File: src/include/dss_defs.svh
/*
  Constants for the drive sequencing state machine: register offsets,
  field positions, reset values and timing counts.
  Assumes inclusion by bare name from package and design files.
*/
`ifndef DSS_DEFS_SVH
`define DSS_DEFS_SVH

// apb register byte offsets
`define DSS_REG_CTRL        8'h00
`define DSS_REG_CMD         8'h04
`define DSS_REG_STAT        8'h08
`define DSS_REG_SWORD       8'h0C

// control register fields
`define DSS_CTRL_REMOTE     0
`define DSS_CTRL_COAST      1
`define DSS_CTRL_RESTORE    2

// command word fields
`define DSS_CMD_RUN         0
`define DSS_CMD_COAST_N     1
`define DSS_CMD_QUICK_N     2
`define DSS_CMD_ENABLE      3
`define DSS_CMD_CLEAR       7
`define DSS_CMD_RESET       16'h0000

// status word fields
`define DSS_SW_SWON_EN      0
`define DSS_SW_SWITCHED     1
`define DSS_SW_RUNNING      2
`define DSS_SW_FAULT        3
`define DSS_SW_COAST_N      4
`define DSS_SW_QUICK_N      5
`define DSS_SW_INHIBIT      6
`define DSS_SW_REMOTE       9

// synchronised pin positions
`define DSS_PIN_RUN         0
`define DSS_PIN_JOG         1
`define DSS_PIN_ENABLE      2
`define DSS_PIN_COAST_N     3
`define DSS_PIN_QUICK_N     4
`define DSS_PIN_CONTACT     5
`define DSS_PIN_CLEAR       6
`define DSS_PIN_TRIP        7

// timing: line switch close timeout
`define DSS_CORE_CLK_HZ     50000000
`define DSS_LS_TIMEOUT_S    10
`define DSS_LS_TIMEOUT_CYC  (`DSS_LS_TIMEOUT_S * `DSS_CORE_CLK_HZ)

`endif

File: src/include/dss_pkg.sv
/*
  Types for the drive sequencing state machine.
  Assumes dss_defs.svh is on the include path.
*/
`default_nettype none
`include "dss_defs.svh"

package dss_pkg;

  // main state, value readable by software
  typedef enum logic [2:0] {
    DSS_INHIBIT = 3'b000,
    DSS_ARMED   = 3'b001,
    DSS_POWERED = 3'b010,
    DSS_READY   = 3'b011,
    DSS_OPER    = 3'b100,
    DSS_QHALT   = 3'b101,
    DSS_FENTRY  = 3'b110,
    DSS_FHOLD   = 3'b111
  } dss_state_e;

  // whole state of the sequencer module
  typedef struct packed {
    logic [7:0]  s1;
    logic [7:0]  s2;
    logic [7:0]  s3;
    logic [7:0]  flt;
    dss_state_e  state;
    logic        clr_prev;
    logic        run_prev;
    logic        jog_prev;
    logic        inch;
    logic        stop;
    logic        hlth_hold;
    logic        line_sw;
    logic [8:0]  outs;
    logic        remote;
    logic        halt_coast;
    logic        restore;
    logic [15:0] cmd;
    logic [31:0] prdata;
    logic [31:0] ls_cnt;
  } dss_state_s;

endpackage

`default_nettype wire

File: src/rtl/dss_sequencer.sv
/*
  Drive sequencing state machine with an apb register slave.
  Assumes pins arrive asynchronously, motor-control indications arrive
  as levels on i_core_clk, and an apb master with zero-wait slaves.
*/
// Our own choices: the APB interface to the registers and the address map.
// Operation
// - main state readable as 0..7 value
// - fault, active, halting follow their states
// - armed, powered, ready true up to fault-entry
// - inch raised from inch start to end
// - halting during stop cycles and quick-halt
// - fault-hold healthy once run, inch false
// - lowest numbered transition wins
// - inhibit on power-up or configuration restore
// - inhibit to armed when idle, halts high
// - trip moves to fault-entry; open switch trips
// - switch unclosed ten seconds trips powered state
// - halt request returns armed, powered, ready to inhibit
// - run or inch moves armed to powered
// - no request falls powered, ready to armed
// - closed switch and defluxed gives ready
// - enable toggles ready and operating
// - coast to inhibit, quick to quick-halt
// - idle and stop done gives armed
// - quick-halt leaves on timer, coast, zero
// - fault-entry to fault-hold once stack quenched
// - fault-hold cleared by clear edge, no trip
// - switch-on accepted only in armed state
// - remote command bits ANDed with local halts
// - remote fault clear from command bit 7
// - status inhibit bit only in inhibit
`timescale 1ns/1ns
`default_nettype none
`include "dss_defs.svh"

module dss_sequencer #(
  parameter int unsigned P_LS_TIMEOUT_CYC = `DSS_LS_TIMEOUT_CYC
) (
  // clock and reset
  input  wire logic        i_core_clk,
  input  wire logic        i_nrst,
  // apb slave
  input  wire logic        i_psel,
  input  wire logic        i_penable,
  input  wire logic        i_pwrite,
  input  wire logic [7:0]  i_paddr,
  input  wire logic [31:0] i_pwdata,
  output logic [31:0]      o_prdata,
  output logic             o_pready,
  output logic             o_pslverr,
  // local command pins, asynchronous
  input  wire logic        i_run,
  input  wire logic        i_jog,
  input  wire logic        i_enable,
  input  wire logic        i_coast_halt_n,
  input  wire logic        i_quick_halt_n,
  input  wire logic        i_contactor_closed,
  input  wire logic        i_fault_clear,
  input  wire logic        i_trip,
  // motor-control indications, same clock
  input  wire logic        i_defluxed,
  input  wire logic        i_stop_complete,
  input  wire logic        i_qh_timer_expired,
  input  wire logic        i_at_zero_setpoint,
  input  wire logic        i_stack_quenched,
  input  wire logic        i_config_restore,
  // state outputs
  output logic [2:0]       o_main_state_value,
  output logic             o_fault,
  output logic             o_active,
  output logic             o_inch,
  output logic             o_halting,
  output logic             o_line_switch,
  output logic             o_armed,
  output logic             o_powered,
  output logic             o_ready,
  output logic             o_healthy
);

  dss_pkg::dss_state_s q;
  dss_pkg::dss_state_s d;

  logic [7:0]  pins;
  logic        run_r;
  logic        jog_r;
  logic        en_r;
  logic        coast_n_r;
  logic        quick_n_r;
  logic        clr_r;
  logic        trip_r;
  logic        contact_r;
  logic        idle_r;
  logic        halt_r;
  logic        clr_rise;
  logic        ls_timeout;
  logic        restore_r;
  logic [15:0] sword;
  logic [31:0] stat;

  // level vector order: fault active armed powered ready quick-halt,
  // each computed from a state alone
  function automatic logic [5:0] lvl_of(input dss_pkg::dss_state_e s);
    logic [5:0] r;
    r = 6'h00;
    r[5] = (s == dss_pkg::DSS_FENTRY) || (s == dss_pkg::DSS_FHOLD);
    r[4] = (s == dss_pkg::DSS_OPER);
    r[3] = (s != dss_pkg::DSS_INHIBIT) && (s != dss_pkg::DSS_FHOLD);
    r[2] = r[3] && (s != dss_pkg::DSS_ARMED);
    r[1] = r[2] && (s != dss_pkg::DSS_POWERED);
    r[0] = (s == dss_pkg::DSS_QHALT);
    return r;
  endfunction

  // address decode used only for the slave error response
  function automatic logic mapped(input logic [7:0] a);
    return (a == `DSS_REG_CTRL) || (a == `DSS_REG_CMD) ||
           (a == `DSS_REG_STAT) || (a == `DSS_REG_SWORD);
  endfunction

  // effective commands: filtered pins, combined with remote word
  assign pins      = q.flt;
  assign run_r     = q.remote ? q.cmd[`DSS_CMD_RUN] : pins[`DSS_PIN_RUN];
  assign jog_r     = q.remote ? 1'b0 : pins[`DSS_PIN_JOG];
  assign coast_n_r = pins[`DSS_PIN_COAST_N] &
                     (~q.remote | q.cmd[`DSS_CMD_COAST_N]);
  assign quick_n_r = pins[`DSS_PIN_QUICK_N] &
                     (~q.remote | q.cmd[`DSS_CMD_QUICK_N]);
  assign en_r      = pins[`DSS_PIN_ENABLE] &
                     (~q.remote | q.cmd[`DSS_CMD_ENABLE]);
  assign clr_r     = q.remote ? q.cmd[`DSS_CMD_CLEAR]
                              : pins[`DSS_PIN_CLEAR];
  assign trip_r    = pins[`DSS_PIN_TRIP];
  assign contact_r = pins[`DSS_PIN_CONTACT];
  assign idle_r    = ~run_r & ~jog_r;
  assign halt_r    = ~coast_n_r | ~quick_n_r;
  assign clr_rise  = clr_r & ~q.clr_prev;
  assign restore_r = i_config_restore | q.restore;
  assign ls_timeout = (q.ls_cnt >= (P_LS_TIMEOUT_CYC - 32'd1));

  // status word and block status for software
  always_comb begin
    sword = 16'h0000;
    sword[`DSS_SW_SWON_EN]  = q.outs[3];
    sword[`DSS_SW_SWITCHED] = q.outs[2];
    sword[`DSS_SW_RUNNING]  = q.outs[7];
    sword[`DSS_SW_FAULT]    = q.outs[8];
    sword[`DSS_SW_COAST_N]  = coast_n_r;
    sword[`DSS_SW_QUICK_N]  = quick_n_r;
    sword[`DSS_SW_INHIBIT]  = (q.state == dss_pkg::DSS_INHIBIT);
    sword[`DSS_SW_REMOTE]   = q.remote;
    stat = {20'h0_0000, q.outs, q.state};
  end

  // next state of the whole module
  always_comb begin
    logic [5:0] lv;
    logic       op_wr;
    d = q;
    lv = 6'h00;
    op_wr = i_psel & i_penable & i_pwrite;
    // three-stage pin synchroniser, value taken when stages agree
    d.s1 = {i_trip, i_fault_clear, i_contactor_closed, i_quick_halt_n,
            i_coast_halt_n, i_enable, i_jog, i_run};
    d.s2 = q.s1;
    d.s3 = q.s2;
    for (int i = 0; i < 8; i++) begin
      if (q.s2[i] == q.s3[i]) begin
        d.flt[i] = q.s3[i];
      end
    end
    d.clr_prev = clr_r;
    d.run_prev = run_r;
    d.jog_prev = jog_r;
    d.restore  = 1'b0;
    // apb register writes, pready is always high
    if (op_wr && (i_paddr == `DSS_REG_CTRL)) begin
      d.remote     = i_pwdata[`DSS_CTRL_REMOTE];
      d.halt_coast = i_pwdata[`DSS_CTRL_COAST];
      d.restore    = i_pwdata[`DSS_CTRL_RESTORE];
    end
    if (op_wr && (i_paddr == `DSS_REG_CMD)) begin
      d.cmd = i_pwdata[15:0];
    end
    // read data captured in the setup phase
    if (i_psel && !i_penable) begin
      case (i_paddr)
        `DSS_REG_CTRL:  d.prdata = {29'h0000_0000, 1'b0,
                                    q.halt_coast, q.remote};
        `DSS_REG_CMD:   d.prdata = {16'h0000, q.cmd};
        `DSS_REG_STAT:  d.prdata = stat;
        `DSS_REG_SWORD: d.prdata = {16'h0000, sword};
        default:        d.prdata = 32'h0000_0000;
      endcase
    end
    // line switch close timer while powered and switch open
    if ((q.state == dss_pkg::DSS_POWERED) && !contact_r && !ls_timeout)
    begin
      d.ls_cnt = q.ls_cnt + 32'd1;
    end else if (q.state != dss_pkg::DSS_POWERED || contact_r) begin
      d.ls_cnt = 32'h0000_0000;
    end
    // transitions, tested in ascending number order
    if (restore_r) begin
      d.state = dss_pkg::DSS_INHIBIT;
    end else begin
      case (q.state)
        dss_pkg::DSS_INHIBIT: begin
          if (trip_r) begin
            d.state = dss_pkg::DSS_FENTRY;
          end else if (idle_r && !halt_r) begin
            d.state = dss_pkg::DSS_ARMED;
          end
        end
        dss_pkg::DSS_ARMED: begin
          if (trip_r) begin
            d.state = dss_pkg::DSS_FENTRY;
          end else if (halt_r) begin
            d.state = dss_pkg::DSS_INHIBIT;
          end else if (!idle_r) begin
            d.state = dss_pkg::DSS_POWERED;
          end
        end
        dss_pkg::DSS_POWERED: begin
          if (trip_r || ls_timeout) begin
            d.state = dss_pkg::DSS_FENTRY;
          end else if (halt_r) begin
            d.state = dss_pkg::DSS_INHIBIT;
          end else if (idle_r) begin
            d.state = dss_pkg::DSS_ARMED;
          end else if (contact_r && i_defluxed) begin
            d.state = dss_pkg::DSS_READY;
          end
        end
        dss_pkg::DSS_READY: begin
          if (trip_r || !contact_r) begin
            d.state = dss_pkg::DSS_FENTRY;
          end else if (halt_r) begin
            d.state = dss_pkg::DSS_INHIBIT;
          end else if (idle_r) begin
            d.state = dss_pkg::DSS_ARMED;
          end else if (en_r) begin
            d.state = dss_pkg::DSS_OPER;
          end
        end
        dss_pkg::DSS_OPER: begin
          if (trip_r || !contact_r) begin
            d.state = dss_pkg::DSS_FENTRY;
          end else if (!coast_n_r) begin
            d.state = dss_pkg::DSS_INHIBIT;
          end else if (!quick_n_r) begin
            d.state = dss_pkg::DSS_QHALT;
          end else if (idle_r && i_stop_complete) begin
            d.state = dss_pkg::DSS_ARMED;
          end else if (!en_r) begin
            d.state = dss_pkg::DSS_READY;
          end
        end
        dss_pkg::DSS_QHALT: begin
          if (trip_r || !contact_r) begin
            d.state = dss_pkg::DSS_FENTRY;
          end else if (i_qh_timer_expired || q.halt_coast ||
                       i_at_zero_setpoint) begin
            d.state = dss_pkg::DSS_INHIBIT;
          end
        end
        dss_pkg::DSS_FENTRY: begin
          if (i_stack_quenched) begin
            d.state = dss_pkg::DSS_FHOLD;
          end
        end
        dss_pkg::DSS_FHOLD: begin
          if (!trip_r && clr_rise) begin
            d.state = dss_pkg::DSS_INHIBIT;
          end
        end
        default: d.state = dss_pkg::DSS_INHIBIT;
      endcase
    end
    // inch and stop cycles live only in the operating state
    if (d.state != dss_pkg::DSS_OPER) begin
      d.inch = 1'b0;
      d.stop = 1'b0;
    end else begin
      if (jog_r && !q.jog_prev) begin
        d.inch = 1'b1;
      end else if (i_stop_complete || run_r) begin
        d.inch = 1'b0;
      end
      if ((q.run_prev && !run_r) || (q.jog_prev && !jog_r)) begin
        d.stop = 1'b1;
      end else if (i_stop_complete || !idle_r) begin
        d.stop = 1'b0;
      end
    end
    // healthy hold in fault-hold once run and inch fall
    if (d.state != dss_pkg::DSS_FHOLD) begin
      d.hlth_hold = 1'b0;
    end else if (idle_r) begin
      d.hlth_hold = 1'b1;
    end
    // line switch: held in inhibit and armed
    lv = lvl_of(d.state);
    if (d.state == dss_pkg::DSS_FHOLD) begin
      d.line_sw = 1'b0;
    end else if (lv[2]) begin
      d.line_sw = 1'b1;
    end
    d.outs = {lv[5], lv[4], d.inch, lv[0] | d.stop, d.line_sw,
              lv[3], lv[2], lv[1],
              (d.state != dss_pkg::DSS_FENTRY) &&
              ((d.state != dss_pkg::DSS_FHOLD) || d.hlth_hold)};
  end

  // state register
  always_ff @(posedge i_core_clk or negedge i_nrst) begin
    if (!i_nrst) begin
      q <= '0;
    end else begin
      q <= d;
    end
  end

  // outputs straight from flip-flops, apart from constant pready and decoded pslverr
  assign o_main_state_value = q.state;
  assign o_fault       = q.outs[8];
  assign o_active      = q.outs[7];
  assign o_inch        = q.outs[6];
  assign o_halting     = q.outs[5];
  assign o_line_switch = q.outs[4];
  assign o_armed       = q.outs[3];
  assign o_powered     = q.outs[2];
  assign o_ready       = q.outs[1];
  assign o_healthy     = q.outs[0];
  assign o_prdata      = q.prdata;
  assign o_pready      = 1'b1;
  assign o_pslverr     = i_psel & i_penable & ~mapped(i_paddr);
endmodule

`default_nettype wire

File: config.mk
export PLATFORM = sky130hd
export DESIGN_NAME = dss_sequencer
export DESIGN_NICKNAME = d
export VERILOG_FILES = /design/src/include/dss_pkg.sv /design/src/rtl/dss_sequencer.sv
export VERILOG_INCLUDE_DIRS = /design/src /design/src/include
export SDC_FILE = /design/constraint.sdc
export NUM_CORES = 1
export LEC_CHECK = 0
export ABC_AREA = 1
export BUFFER_PORTS_ARGS = -buffer_cell sky130_fd_sc_hd__buf_2
export CORE_AREA = 2 2 133 135
export CTS_BUF_LIST = sky130_fd_sc_hd__clkbuf_16
export CTS_CLUSTER_DIAMETER = 50
export DETAILED_ROUTE_END_ITERATION = 10
export DIE_AREA = 0 0 135 137
export GPL_TIMING_DRIVEN = 0
export MAX_ROUTING_LAYER = met4
export SLEW_MARGIN = 20
export SYNTH_ARGS = -nofsm -noshare
export SYNTH_HDL_FRONTEND = slang
export SYNTH_SLANG_ARGS = --single-unit
export TNS_END_PERCENT = 10
File: constraint.sdc
create_clock -name i_core_clk -period 2.1 [get_ports i_core_clk]
set_input_delay 0.525 -clock i_core_clk [delete_from_list [all_inputs] [get_ports i_core_clk]]
set_output_delay 0.525 -clock i_core_clk [all_outputs]
set_load 0.02 [all_outputs]
==> results of run 1 <==
[timing repair]
action | in CTS | in global routing
gates resized for setup | 4 | 15
pin swaps | 1 | 2
endpoints found under the setup margin | 22 | 30
setup buffers | 0 | 1
[per-layer routing]
metal / global-route usage [%] / share of wire [%] / up-vias
li1: - / - / 2457
met1: 20.2 / 45 / 2236
met2: 26.6 / 47 / 130
met3: 4.81 / 6.1 / 24
met4: 6.37 / 2.0 / 0
met5: - / 0 / -
[sequential cells by signal, summed over array words and instances, names as in the netlist, 3 cells and up]
register            count
o_prdata               16
d                      16
pins                    8
o_main_state_value      3
q                      64
[worst max path at each step]
stage,start,endpoint,slack (ns),depth (start not counted)
global placement,i_nrst,q[3],-1.0,1
detailed placement,q[0],q[18],-0.20,13
floorplan,q[0],q[20],0.27,13
CTS,q[0],q[18],0.02,13
finish,q[0],q[18],0.14,13
global route,q[82],o_line_switch,-0.03,13
[Yosys cell counts, types with 2 or more instances]
master                      count
sky130_fd_sc_hd__o21ai_0       26
sky130_fd_sc_hd__o2111ai_1      2
sky130_fd_sc_hd__dfrtp_1      116
sky130_fd_sc_hd__nor2_2         6
sky130_fd_sc_hd__buf_2          2
sky130_fd_sc_hd__buf_4         38
sky130_fd_sc_hd__nand2_2        6
sky130_fd_sc_hd__a21oi_2        2
sky130_fd_sc_hd__a21oi_4        2
sky130_fd_sc_hd__inv_2         13
sky130_fd_sc_hd__a31oi_1        3
sky130_fd_sc_hd__nor2_1        79
sky130_fd_sc_hd__o31ai_1        3
sky130_fd_sc_hd__a221oi_1       2
sky130_fd_sc_hd__nand4_1       14
sky130_fd_sc_hd__a21oi_1       28
sky130_fd_sc_hd__nor3_1        14
sky130_fd_sc_hd__clkinv_1       2
sky130_fd_sc_hd__conb_1         2
sky130_fd_sc_hd__o22ai_1       11
sky130_fd_sc_hd__nand3_2        2
sky130_fd_sc_hd__nor4_1         7
sky130_fd_sc_hd__nor2_4         4
sky130_fd_sc_hd__o21ai_2        2
sky130_fd_sc_hd__maj3_1         8
sky130_fd_sc_hd__nand2_1      168
sky130_fd_sc_hd__o21ai_1        8
sky130_fd_sc_hd__mux2_2         4
sky130_fd_sc_hd__nand2_4        2
sky130_fd_sc_hd__clkbuf_1       7
sky130_fd_sc_hd__nand3_1       28
sky130_fd_sc_hd__inv_1         74
sky130_fd_sc_hd__xor2_1        13
[cells by family after synthesis]
group                      after synthesis  share of synthesized area [%]
and+or+nand+nor                        335                           25.3
buffers and inverters                  137                           11.3
DFF                                    116                           49.6
AOI/OAI and AO/OA                       92                           9.32
xor gates and xnor gates                13                           1.95
adders and majority gates                9                           1.58
muxes                                    4                          0.770
other                                    2                          0.128
[final cells by class]
| type | instances | area (um2) | share of cell area, % |
|---|---|---|---|
| Clock buffer | 17 | 425 | 5.86 |
| Buffer | 47 | 322 | 4.43 |
| Multi-Input combinational cell | 470 | 2410 | 33.1 |
| Inverter | 90 | 340 | 4.69 |
| Tap cell | 225 | 282 | 3.88 |
| Sequential cell | 116 | 2900 | 40.0 |
| Clock inverter | 15 | 185 | 2.55 |
| Timing Repair Buffer | 73 | 397 | 5.46 |
[per-stage QoR]
| step | TNS (ns) | instance area, um2 | setup WS [ns] |
|---|---|---|---|
| 3_3_place_gp | -118.61 | 6550 | -0.996 |
| 6_report | 0 | 7260 | 0.137 |
| 4_1_cts | 0 | 7200 | 0.0161 |
| 5_1_grt | -0.0648 | 7260 | -0.0307 |
| 3_5_place_dp | -3.90 | 6580 | -0.199 |
| 2_1_floorplan | 0 | 5910 | 0.271 |
[report_power, final]
part | leakage (nW) | internal [W] | total (W) | switching [W]
Clock | 0.299 | 0.00181 | 0.00303 | 0.00122
Sequential | 1.47 | 0.00239 | 0.00255 | 0.000160
Combinational | 1.68 | 0.000475 | 0.00140 | 0.000921
==> qor.csv, run 1 <==
metric,value,unit
run_status,"complete, no violations",
start_util,34.3,%
final_period_minus_worst_setup_slack,1.96,ns
cp_capture_type,flip-flop,
synthDistinctLibCells,43,
antenna_violating_nets_post_route,0,
area.growth.synth_to_final,24.1,%
final-max-slew-violation-count,0,
cts-htree-levels,4,
crit-reg2reg-capture,q[18],
worstRegToRegCells,13,
synthTopCellsByArea,"sky130_fd_sc_hd__dfrtp_1 (50%), sky130_fd_sc_hd__nand2_1 (11%), sky130_fd_sc_hd__nor2_1 (5.1%)",
io_buffer_count,71,
critical_path_class,reg2reg,
worst_rel_slew_slack,65.1,%
setup-violations-final,0,
fmaxAchievable,509,MHz
drcViolationCount,0,
grt_pass1_vias,4589,
fin_total_pwr,0.00697,W
slew_worst_pin,0.523,ns
holdWs,0.00730,ns
yosysWarningCount,0,
arrival,2.28,ns
launch_instance_of_the_worst_register_to_register_path,q[0],
drt_pre_antenna_iters,5,
mostFrequentLayoutCell,sky130_fd_sc_hd__nand2_1,
num_vias,4847,
reg2reg_slack,0.14,ns
cts-hold-fix-buffers,0,
async_reset_ff_share,100,%
fillCellCount,1735,
kind_of_cell_with_the_highest_combined_delay_on_the_critical_path,simple AND/OR/NAND/NOR gates,
clk_path_buf_depth,2,
clock-sinks,116,
postSynth.topFlopCell,sky130_fd_sc_hd__dfrtp_1,
per_instance_average_area_after_synthesis,8.27,um2
layout.nets,875,
grt_start_max_net_pins,75,
die_w,135,um
worst_skew_pair.late_latency,0.43,ns
timing.final.hold_violations,0,
ys_ff_latch,116,
antenna_found_initial,0,
critPathLaunchType,flip-flop,
holdCritPathClass,in2async,
p_per_area,960,nW/um2
crit_chain,ha_2 > nand3_4 > nor2_4 > nand2_1 > nand3_1 > nand2_2 > nand2_4 > inv_2 > nand2_2 > nor2_4 > nand3_1 > nor2_1 > nor2_1,
tritoncts,done,
cell_taking_the_most_area_after_synthesis,sky130_fd_sc_hd__dfrtp_1,
syn-cell-area,5850,um2
drt_wl_total,14300,um
cp_slowest_cell,sky130_fd_sc_hd__dfrtp_1,
synth_enable_flop_cells,0,
post_route_cells_drive_above_1_share,24.5,%
design.core.area,17100,um2
unrepaired_setup_endpoints_after_global_routing,yes,
synth_top_area_share,49.6,%
route.detailed.wl_per_inst,13.6,um
globalRouteOverflowTotal,0,
layoutNonFillerInstCount,1053,
clk_pin_slew,0.06,ns
grt_use_total,16.7,%
synthesis.instances,708,
grt_pass1_wl,22900,um
power.ir.vdd_worst,0.000647,V
via_per_inst,4.60,
finalCritPeriodShare,93.5,%
critical_path.max_fanout,10,
power.leakage,3.45,nW
gp_congestion,0.895,
insertedDiodeCount,0,
post-place-cells,1020,
cp.buffers_inverters,1,
layout_common_cells,"sky130_fd_sc_hd__nand2_1 (164), sky130_fd_sc_hd__dfrtp_1 (115), sky130_fd_sc_hd__nor2_1 (76)",
fin_util,42.6,%
dr.first_iter.drc_count,279,
die_area,18500,um2
ys_seq_area_share,49.6,%
die_height,137,um
cts_made_buffers,17,
row_count,48,
ioPinCount,105,
cp_data_required_time,2.42,ns
largest_incremental_delay_on_the_critical_path,0.40,ns
clock-root-buffer,sky130_fd_sc_hd__clkbuf_16,
drv.max_cap_violation_count,0,
place.detailed.hpwl,10500,um
skew,0.0121,ns
Note: power is estimated with default switching activity, not from simulation.
==> run 2: changes to the inputs <==
==> constraint.sdc (replaced) <==
create_clock -name i_core_clk -period 1.7 [get_ports i_core_clk]
set_input_delay 0.425 -clock i_core_clk [delete_from_list [all_inputs] [get_ports i_core_clk]]
set_output_delay 0.425 -clock i_core_clk [all_outputs]
set_load 0.02 [all_outputs]
==> qor.csv, run 2 (synthesized netlist as in run 1, its figures left out) <==
metric,value,unit,change
violated_checks,setup timing,,
io_buffer_count,71,,unchanged
critPathLaunchType,flip-flop,,
largest_reg_flops,64,,unchanged
die_area,18500,um2,unchanged
skew,0.00982,ns,-0.00229 ns
layout.nets,901,,+3.0%
cp_capture_type,flip-flop,,
antenna_found_initial,0,,unchanged
run_status,"complete, but fails checks",,
p_per_area,1140,nW/um2,+19%
die_w,135,um,unchanged
via_per_inst,4.67,,+1.4%
final_period_minus_worst_setup_slack,1.91,ns,-0.0531 ns
tritoncts,done,,
grt_pass1_wl,23700,um,+3.5%
postLayoutSetupSlackWorst,-0.210,ns,-0.347 ns
arrival,2.22,ns,-0.06 ns
row_count,48,,unchanged
layoutNonFillerInstCount,1079,,+2.5%
post-place-cells,1020,,unchanged
critical_path_class,reg2reg,,
holdCritPathClass,in2reg,,
fmaxAchievable,524,MHz,+2.8%
globalRouteOverflowTotal,0,,unchanged
setup-violations-final,32,,+32
timing.final.hold_violations,0,,unchanged
drt_pre_antenna_iters,5,,unchanged
fillCellCount,1721,,-0.81%
grt_start_max_net_pins,67,,-11%
cts_made_buffers,17,,unchanged
grt_use_total,17.1,%,+0.39 points
die_height,137,um,unchanged
antenna_violating_nets_post_route,0,,unchanged
place.detailed.hpwl,10300,um,-1.8%
worst_rel_slew_slack,64.0,%,-1.1 points
setup_total_negative_slack,-2.96,ns,-2.96 ns
final-max-slew-violation-count,0,,unchanged
area.growth.synth_to_final,30.9,%,
largest_incremental_delay_on_the_critical_path,0.39,ns,about the same
grt_pass1_vias,4793,,+4.4%
num_vias,5035,,+3.9%
design.core.area,17100,um2,unchanged
cp_data_required_time,2.01,ns,-0.41 ns
critical_path.most_common_cell,sky130_fd_sc_hd__nand2_1,,
mostFrequentLayoutCell,sky130_fd_sc_hd__nand2_1,,
clock-root-buffer,sky130_fd_sc_hd__clkbuf_16,,
drcViolationCount,0,,unchanged
fin_util,44.9,%,+2.3 points
post_route_cells_drive_above_1_share,30.9,%,+6.4 points
slew_worst_pin,0.535,ns,+0.0111 ns
ff_latch_area,2910,um2,+0.26%
worst_skew_pair.late_latency,0.42,ns,about the same
gp_congestion,0.921,,+2.9%
largest_register,q,,
ioPinCount,105,,unchanged
combined_area_of_the_multi_input_logic_cells,2580,um2,+7.4%
cts-htree-levels,4,,unchanged
cp_slowest_cell,sky130_fd_sc_hd__dfrtp_1,,
power.ir.vdd_worst,0.000758,V,+17%
power.leakage,3.62,nW,+4.9%
finalCritPeriodShare,112,%,+19 points
clk_path_buf_depth,2,,unchanged
unrepaired_setup_endpoints_after_global_routing,yes,,
holdWs,0.112,ns,+0.105 ns
crit_chain,buf_6 > nand2_1 > nand3_1 > nand2_1 > nand2_1 > nor3_1 > nand2_1 > nor2_2 > nand2_1 > nand2_1 > nand2_1 > o21ai_2 > inv_2,,
drv.max_cap_violation_count,0,,unchanged
layout_common_cells,"sky130_fd_sc_hd__nand2_1 (157), sky130_fd_sc_hd__dfrtp_1 (109), sky130_fd_sc_hd__inv_1 (72)",,
route.detailed.wl_per_inst,13.5,um,-0.27%
insertedDiodeCount,0,,unchanged
clock-sinks,116,,unchanged
drt_wl_total,14600,um,+2.2%
start_util,34.3,%,unchanged
clk_pin_slew,0.06,ns,about the same
dr.first_iter.drc_count,281,,+0.72%
critical_path.max_fanout,5,,-5
[run 2: cell types whose count changed in the layout (fill, tap and decap cells not counted), moves of 4 or more]
cell	previous run	this run
sky130_fd_sc_hd__buf_4	39	62
sky130_fd_sc_hd__nand2_1	164	157
sky130_fd_sc_hd__dfrtp_1	115	109
sky130_fd_sc_hd__dfrtp_2	1	7
sky130_fd_sc_hd__nand3_1	27	21
sky130_fd_sc_hd__nand3_2	2	7
sky130_fd_sc_hd__nor2_1	76	71
sky130_fd_sc_hd__clkbuf_1	7	3
sky130_fd_sc_hd__nor2_2	4	8
sky130_fd_sc_hd__nor3_1	14	10
sky130_fd_sc_hd__nor3_2	1	5
[run 2: layout make-up]
class / count / area share (%)
clock buffers: 17 / 5.55
flip-flops and latches: 116 / 38.0
multi-input cells: 470 / 33.7
clock inverters: 15 / 2.24
well taps: 225 / 3.68
repair buffers: 99 / 7.73
plain buffers: 47 / 4.51
inverters: 90 / 4.54
[run 2: per-layer routing]
metal  GRT usage [%]  share of wire, %
met1            21.1                45
met2            27.6                48
met3            4.48               5.4
met4            5.44               1.5
met5               -                 0
[run 2: path summary, 6_finish.rpt]
check | startpoint | endpoint | slack [ns] | cells after the start
worst min-delay path | i_contactor_closed | d[123] | 0.11 | 1
min in group asynchronous | i_nrst | o_prdata[13] | 0.51 | 2
worst max register to register | q[82] | o_line_switch | -0.21 | 13
worst min register to register | d[125] | d[117] | 0.35 | 0
max in group asynchronous | i_nrst | pins[7] | 0.49 | 3
worst max-delay path | q[82] | o_line_switch | -0.21 | 13
[run 2: worst max-delay path: cells and delay by family, from the launching register on]
kind	cells	cell delay [ns]
simple gates	10	1.09
compound gates	1	0.15
flops	1	0.39
buf+inv	2	0.18
[run 2: where the power goes]
part	internal (W)	total [W]	leakage, nW	switching (W)
Clock	0.00219	0.00360	0.285	0.00140
Combinational	0.000745	0.00197	1.87	0.00123
Sequential	0.00295	0.00316	1.46	0.000206
[run 2: timing repair]
action                                 CTS  global route
pin swaps                               25             7
endpoints found under the hold margin   50             0
setup endpoints to repair               57            62
gates cloned                             1             0
gates resized for setup                 44            33
hold buffers                             1             0
setup buffers                           24             1
[run 2: stage by stage]
| stage | cell area [um2] | worst slack [ns] | total power, W |
|---|---|---|---|
| global placement | 6570 | -1.29 | 0.00486 |
| floorplan | 5930 | 0.00748 | 0.00434 |
| global route | 7660 | -0.390 | 0.00917 |
| CTS | 7550 | -0.194 | 0.00868 |
| finish | 7660 | -0.210 | 0.00873 |
| detailed placement | 6600 | -0.558 | 0.00486 |
